$ cat config.mk
export PLATFORM = sky130hd
export DESIGN_NAME = aip_irq_logic
export DESIGN_NICKNAME = d
export VERILOG_FILES = /design/src/core/aip_pkg.sv /design/src/core/aip_flag_latch.sv /design/src/core/aip_irq_logic.sv
export SDC_FILE = /design/constraint.sdc
export NUM_CORES = 1
export LEC_CHECK = 0
export BUFFER_PORTS_ARGS = -buffer_cell sky130_fd_sc_hd__buf_2
export CORE_MARGIN = 2
export CORE_UTILIZATION = 52
export DETAILED_ROUTE_END_ITERATION = 10
export MAX_ROUTING_LAYER = met4
export PLACE_DENSITY_LB_ADDON = 0.3
export SYNTH_ARGS = -nofsm -noshare
export SYNTH_HDL_FRONTEND = slang
export SYNTH_HIERARCHICAL = 1
export SYNTH_SLANG_ARGS = --single-unit
$ cat constraint.sdc
create_clock -name clock -period 2 [get_ports clock]
set_input_delay 0.4 -clock clock [delete_from_list [all_inputs] [get_ports clock]]
set_output_delay 0.4 -clock clock [all_outputs]
set_load 0.1 [all_outputs]
$ cat src/core/aip_pkg.sv
// Package with register map, field layout and carrier types of the interrupt pin logic
package aip_pkg;
  localparam logic [7:0] ADDR_SOURCE_ENABLE = 8'h2E;
  localparam logic [7:0] ADDR_PIN_ROUTING = 8'h2F;
  localparam logic [7:0] ADDR_PENDING_SOURCES = 8'h30;
  localparam logic [7:0] ADDR_FORMAT_CONTROL = 8'h31;
  localparam logic [7:0] ADDR_DATA_FIRST = 8'h32;
  localparam logic [7:0] ADDR_DATA_LAST = 8'h37;
  localparam logic [7:0] RESET_SOURCE_ENABLE = 8'h00;
  localparam logic [7:0] RESET_PIN_ROUTING = 8'h00;
  localparam logic [7:0] RESET_FORMAT_CONTROL = 8'h00;
  localparam int BIT_NEW_SAMPLE = 7;
  localparam int BIT_WATERMARK = 1;
  localparam int BIT_OVERRUN = 0;
  localparam int BIT_POLARITY_INVERT = 5;
  // Data-related flags: held by their condition, not latched by a source read
  localparam logic [7:0] DATA_FLAG_MASK = 8'h83;
  localparam int NUM_SOURCES = 8;

  typedef struct packed {
    logic read_strobe;
    logic write_strobe;
    logic [7:0] address;
    logic [7:0] write_data;
  } aip_reg_req_type;

  typedef struct packed {
    logic [7:0] source_enable;
    logic [7:0] pin_routing;
    logic [7:0] format_control;
  } aip_config_type;
endpackage

$ cat src/core/aip_flag_latch.sv
// Per-source latch of interrupt event flags
`timescale 1ns/10ps
module aip_flag_latch
  import aip_pkg::*;
(
  // Clock and reset
  input wire logic clock,
  input wire logic rst_b,
  // Event and clear controls
  input wire logic [NUM_SOURCES-1:0] event_set,
  input wire logic [NUM_SOURCES-1:0] data_condition,
  input wire logic source_read,
  // Latched flags
  output logic [NUM_SOURCES-1:0] flags
);
  logic [NUM_SOURCES-1:0] next_flags;

  genvar i;
  generate
    for (i = 0; i < NUM_SOURCES; i++) begin : g_src
      always_comb begin
        if (DATA_FLAG_MASK[i]) begin
          // Tracks its condition; cleared only once data reads remove it
          next_flags[i] = data_condition[i] | event_set[i];
        end else if (event_set[i]) begin
          // Set wins over a simultaneous source read
          next_flags[i] = 1'b1;
        end else if (source_read) begin
          next_flags[i] = 1'b0;
        end else begin
          next_flags[i] = flags[i];
        end
      end
    end
  endgenerate

  always_ff @(posedge clock or negedge rst_b) begin
    if (!rst_b) begin
      flags <= '0;
    end else begin
      flags <= next_flags;
    end
  end
endmodule

$ cat src/core/aip_irq_logic.sv
// Interrupt latch, enable, routing and polarity logic with register port
`timescale 1ns/10ps
module aip_irq_logic
  import aip_pkg::*;
(
  // Clock and reset
  input wire logic clock,
  input wire logic rst_b,
  // Register port from the serial interface
  input wire aip_reg_req_type reg_req,
  output logic [7:0] read_data,
  output logic read_valid,
  // Events from sensing functions, one pulse per event
  input wire logic [NUM_SOURCES-1:0] event_set,
  // Live conditions of the data-related sources
  input wire logic [NUM_SOURCES-1:0] data_condition,
  // Interrupt pins, push-pull
  output logic irq_pin_first,
  output logic irq_pin_second,
  // Configuration seen by the rest of the device
  output aip_config_type config_out
);
  // Configuration bytes, one register group each
  logic [7:0] source_enable;
  logic [7:0] next_source_enable;
  logic [7:0] pin_routing;
  logic [7:0] next_pin_routing;
  logic [7:0] format_control;
  logic [7:0] next_format_control;
  aip_config_type next_config_out;
  // Address decode of the register port
  logic hit_source_enable;
  logic hit_pin_routing;
  logic hit_pending_sources;
  logic hit_format_control;
  logic write_source_enable;
  logic write_pin_routing;
  logic write_format_control;
  logic source_read;
  // Latched flags and their way to the pins
  logic [NUM_SOURCES-1:0] flags;
  wire logic [NUM_SOURCES-1:0] live;
  wire logic [NUM_SOURCES-1:0] route_first;
  wire logic [NUM_SOURCES-1:0] route_second;
  logic active_low;
  // Next values of the registered outputs
  logic next_read_valid;
  logic [7:0] next_read_data;
  logic next_pin_first;
  logic next_pin_second;

  // Address decode shared by the write and clear paths
  always_comb begin
    hit_source_enable = (reg_req.address == ADDR_SOURCE_ENABLE);
    hit_pin_routing = (reg_req.address == ADDR_PIN_ROUTING);
    hit_pending_sources = (reg_req.address == ADDR_PENDING_SOURCES);
    hit_format_control = (reg_req.address == ADDR_FORMAT_CONTROL);
  end

  // Write to pending sources or an unmapped address is dropped
  // Both strobes in one cycle both act
  always_comb begin
    write_source_enable = reg_req.write_strobe && hit_source_enable;
    write_pin_routing = reg_req.write_strobe && hit_pin_routing;
    write_format_control = reg_req.write_strobe && hit_format_control;
  end

  // Read of pending sources doubles as the clear of non-data flags
  always_comb begin
    source_read = reg_req.read_strobe && hit_pending_sources;
  end

  // Data flags follow their live condition; the rest stay latched
  aip_flag_latch u_aip_flag_latch (
    .clock(clock),
    .rst_b(rst_b),
    .event_set(event_set),
    .data_condition(data_condition),
    .source_read(source_read),
    .flags(flags)
  );

  // Enable gates each function on its way to the pins
  always_comb begin
    next_source_enable = source_enable;
    if (write_source_enable) begin
      next_source_enable = reg_req.write_data;
    end
  end

  // Register reset leaves every function disabled
  always_ff @(posedge clock or negedge rst_b) begin
    if (!rst_b) begin
      source_enable <= RESET_SOURCE_ENABLE;
    end else begin
      source_enable <= next_source_enable;
    end
  end

  // One routing bit per function
  always_comb begin
    next_pin_routing = pin_routing;
    if (write_pin_routing) begin
      next_pin_routing = reg_req.write_data;
    end
  end

  always_ff @(posedge clock or negedge rst_b) begin
    if (!rst_b) begin
      pin_routing <= RESET_PIN_ROUTING;
    end else begin
      pin_routing <= next_pin_routing;
    end
  end

  // All bits kept for the rest of the device; only the invert bit is used here
  always_comb begin
    next_format_control = format_control;
    if (write_format_control) begin
      next_format_control = reg_req.write_data;
    end
  end

  always_ff @(posedge clock or negedge rst_b) begin
    if (!rst_b) begin
      format_control <= RESET_FORMAT_CONTROL;
    end else begin
      format_control <= next_format_control;
    end
  end

  // Mirror for the rest of the device, updated at the same edge
  always_comb begin
    next_config_out.source_enable = next_source_enable;
    next_config_out.pin_routing = next_pin_routing;
    next_config_out.format_control = next_format_control;
  end

  // Reset mirrors the register reset values
  always_ff @(posedge clock or negedge rst_b) begin
    if (!rst_b) begin
      config_out.source_enable <= RESET_SOURCE_ENABLE;
      config_out.pin_routing <= RESET_PIN_ROUTING;
      config_out.format_control <= RESET_FORMAT_CONTROL;
    end else begin
      config_out <= next_config_out;
    end
  end

  // Answer strobe for every read, mapped or not
  always_comb begin
    next_read_valid = reg_req.read_strobe;
  end

  always_ff @(posedge clock or negedge rst_b) begin
    if (!rst_b) begin
      read_valid <= 1'b0;
    end else begin
      read_valid <= next_read_valid;
    end
  end

  // Pending view shows every flag whatever the enables, for polling hosts
  always_comb begin
    next_read_data = 8'h00;
    if (reg_req.read_strobe) begin
      case (reg_req.address)
        ADDR_SOURCE_ENABLE: next_read_data = source_enable;
        ADDR_PIN_ROUTING: next_read_data = pin_routing;
        // Captured before the same edge clears the non-data flags
        ADDR_PENDING_SOURCES: next_read_data = flags;
        ADDR_FORMAT_CONTROL: next_read_data = format_control;
        // Unmapped and sample data addresses read as zero here
        default: next_read_data = 8'h00;
      endcase
    end
  end

  // Read data stands for one cycle beside read valid
  always_ff @(posedge clock or negedge rst_b) begin
    if (!rst_b) begin
      read_data <= 8'h00;
    end else begin
      read_data <= next_read_data;
    end
  end

  // Routing bit low selects the first pin, high the second
  // A flag masked here still shows in the pending view
  genvar src;
  generate
    for (src = 0; src < NUM_SOURCES; src++) begin : g_route
      assign live[src] = flags[src] & source_enable[src];
      assign route_first[src] = live[src] & ~pin_routing[src];
      assign route_second[src] = live[src] & pin_routing[src];
    end
  endgenerate

  // One invert bit serves both pins
  always_comb begin
    active_low = format_control[BIT_POLARITY_INVERT];
  end

  // Pins are always driven; only the asserted level flips
  always_comb begin
    next_pin_first = |route_first;
    next_pin_second = |route_second;
    // Inverting after the OR keeps one shared level per pin
    if (active_low) begin
      next_pin_first = ~next_pin_first;
      next_pin_second = ~next_pin_second;
    end
  end

  // Both pins low from reset, which is the active-high idle level
  always_ff @(posedge clock or negedge rst_b) begin
    if (!rst_b) begin
      irq_pin_first <= 1'b0;
      irq_pin_second <= 1'b0;
    end else begin
      irq_pin_first <= next_pin_first;
      irq_pin_second <= next_pin_second;
    end
  end
endmodule

==> metrics.txt <==
switching power=0.6544 mW; worst reg-to-reg setup slack=0.78 ns; CTS H-Tree Depth=2; Worst Setup Slack post-DPL=-0.02386 ns; switch share=31.70%; placed instance area=2370 sq um; CTS Root Cell=clkbuf_8; post-route minimum period=1.732 ns; max-cap viol count=0; total track usage=23.01%; worst path buffer plus inverter count=2; post-cts repair resize count=0; clock transition at the registers of the reported paths=0.08 ns; final instance area=2487 sq um; Synth Instances=150; post-detailed-route via-to-cell ratio=5.453; global placer's final weighted congestion=0.9285; synthesis-to-layout area growth=28.59%; fraction of synthesized cell area taken by the top area cell type=55.63%; Diodes inserted=0; number of buffers created by CTS=5; leakage power=1.329 nW; portion of the clock cycle consumed by the worst path in the final layout=86.59%; Worst-Skew Late Latency=0.30 ns; sequential-to-total area share from yosys stat=55.63%; power per standard cell area=829.9 nW/um^2; relative slew slack=67.28%; initial standard-cell utilization of the core=53.64%; wire length of the first global-routing pass=6.927 mm; fraction of power consumed by combinational cells=20.6%; sequence of cells on the critical path=buf_2, or4b_1, or3_1, buf_4, mux2_4; number of core rows=22; number of buffers on the longest clock path=2; final slew viol count=0; CP peak stage delay=0.54 ns; Distinct cells, synth=24; via count=1,505; final hold viol count=0; main area contributors after synthesis=dfrtp_1, mux2_2, mux2i_1; peak supply drop=0.6223 mV; maximum number of pins on one net before global-route repair=20; count of buffers added by post-CTS timing repair for setup=0; total number of nets in the final design=263; CP Capture Type=flip-flop; number of nets produced by synthesis=186; internal power contribution=1.410 mW; die extent in y=64.99 microns; highest-delay cell along the critical path=or4b_1; setup violators final=0; ports placed on the boundary=71; antenna-violating nets left=0; worst path required time=2.18 ns; count of input and output buffers=65; HPWL after detailed placement=3.324 mm; TritonRoute pass-1 iters=4; relative contribution of sequential cells to total power=45.4%; Routed WL=4.354 mm; drt initial violations=56; beginning of the worst register-to-register path=config_out[17]; Clock Skews=0.008179 ns; class of the most critical setup path=in -> reg; number of antenna violations at the first check in global routing=0; Setup crit start kind=input port; Highest Clock Rate=577.4 MHz; CTS Hold Buffers Added=0; setup TNS=0 ns; Finished Core Util=68.98%; fill cell count=282; post-synthesis sequential element count=43; unrepaired setup endpoints after global routing=false; synthesis warning total=6; cell family contributing the most delay on the critical path=simple AND/OR/NAND/NOR gates; Std-Cell Core Area=3606 sq um; Total Die Area=4224 sq um; setup slack of the critical path after layout=0.2682 ns; maximum net fanout on the critical path=5; average size of a mapped cell=12.90 sq um; signal arrival time at the worst endpoint=1.91 ns; detail-routed net length per standard cell=15.78 microns; cell accounting for the most synthesized area=dfrtp_1; horizontal die dimension=64.99 microns; final routed DRC violation total=0; Overflow after GRT=0; netlist area before placement=1934 sq um; total clock sinks=43; actual slew at the worst max-slew pin=0.4942 ns; share of final-layout standard cells stronger than drive strength 1=48.25%; clock tree from TritonCTS=yes; number of global-route vias before repair=1,454; fraction of power consumed by the clock network=34.0%; outcome=completed; class of the worst hold path=in -> async; source of the critical timing path=reg_req[9]
state kept, by name, summed over array words and instances, names as in the netlist:
register and cells:
u_aip_flag_latch/flags 8, irq_pin_second 1, read_valid 1, config_out 24
read_data 8, irq_pin_first 1
kinds of logic after synthesis:
logic type	after synthesis	synth area share, %
AOI/OAI and AO/OA	17	5.822
xor gates and xnor gates	2	0.9057
buffers and inverters	8	2.069
DFF	43	55.63
muxes	40	23.80
and+or+nand+nor	40	11.77
layout make-up:
cell class	instances	area, sq um	share of cell area, %
sequential	43	1076	43.26
multi-input combinational	99	818.3	32.90
timing repair buffer	76	407.9	16.40
clock buffer	6	82.58	3.320
tap	48	60.06	2.414
clock inverter	2	35.03	1.408
inverter	2	7.507	0.3018
Yosys cell counts:
library cell	number
nor3_2	1
clkbuf_1	3
nor2_1	1
nor4_1	1
nor3b_1	2
mux2_2	16
xnor2_1	2
dfrtp_1	43
buf_2	2
buf_6	1
nand2_1	9
mux2_4	8
or4b_1	1
and2_1	9
o22ai_1	12
inv_2	1
or2_1	3
a21o_1	5
mux2i_1	16
or3_1	2
nand4b_1	1
nand4_1	2
nand3_1	8
inv_1	1
cells in the final DEF, fill, tap and decap left out:
master | Yosys | routed
nand2_1 | 9 | 9
nand4b_1 | 1 | 1
nor2_1 | 1 | 1
nand4_1 | 2 | 2
or2_1 | 3 | 3
nor3_2 | 1 | 1
or4b_1 | 1 | 1
clkbuf_8 | 0 | 6
inv_2 | 1 | 1
a21o_1 | 5 | 5
buf_4 | 0 | 11
mux2i_1 | 16 | 16
mux2_4 | 8 | 8
nor3b_1 | 2 | 2
dfrtp_1 | 43 | 43
bufinv_16 | 0 | 1
or3_1 | 2 | 2
buf_2 | 2 | 65
and2_1 | 9 | 9
o22ai_1 | 12 | 12
nand3_1 | 8 | 8
nor4_1 | 1 | 1
xnor2_1 | 2 | 2
mux2_2 | 16 | 16
clkinv_2 | 0 | 1
inv_1 | 1 | 1
stage by stage:
step / hold WS [ns] / instances / power (mW)
final: 0.02136 / 276 / 2.064
after global routing: 0.03745 / 276 / 2.146
after CTS: 0.03067 / 276 / 2.082
after detailed placement: 0.3608 / 268 / 1.381
after global placement: 0.3529 / 268 / 1.370
after floorplan: 0.1044 / 150 / 1.268
path summary, 6_finish.rpt:
check | endpoint | cells after the start
worst max register to register | irq_pin_first | 4
min in group clock | read_valid | 1
worst min-delay path | config_out[7] | 1
worst max-delay path | config_out[1] | 5
worst min register to register | u_aip_flag_latch/flags[4] | 1
max in group asynchronous | config_out[1] | 2
power groups by stage:
stage / combinational, mW / sequential [mW] / clock [mW]
2_1_floorplan: 0.0822 / 1.19 / 0
3_3_place_gp: 0.420 / 0.950 / 0
3_5_place_dp: 0.428 / 0.954 / 0
4_1_cts: 0.429 / 0.936 / 0.717
5_1_grt: 0.445 / 0.942 / 0.760
6_report: 0.426 / 0.937 / 0.702
layer usage:
layer | track usage, % | wire length [microns] | up-vias
met4 | 9.840 | 125 | 0
met5 | - | 0 | -
met1 | 27.21 | 1777 | 720
li1 | - | - | 694
met3 | 6.944 | 326 | 17
met2 | 36.60 | 2124 | 74
Power figures use the tool's default switching activity.
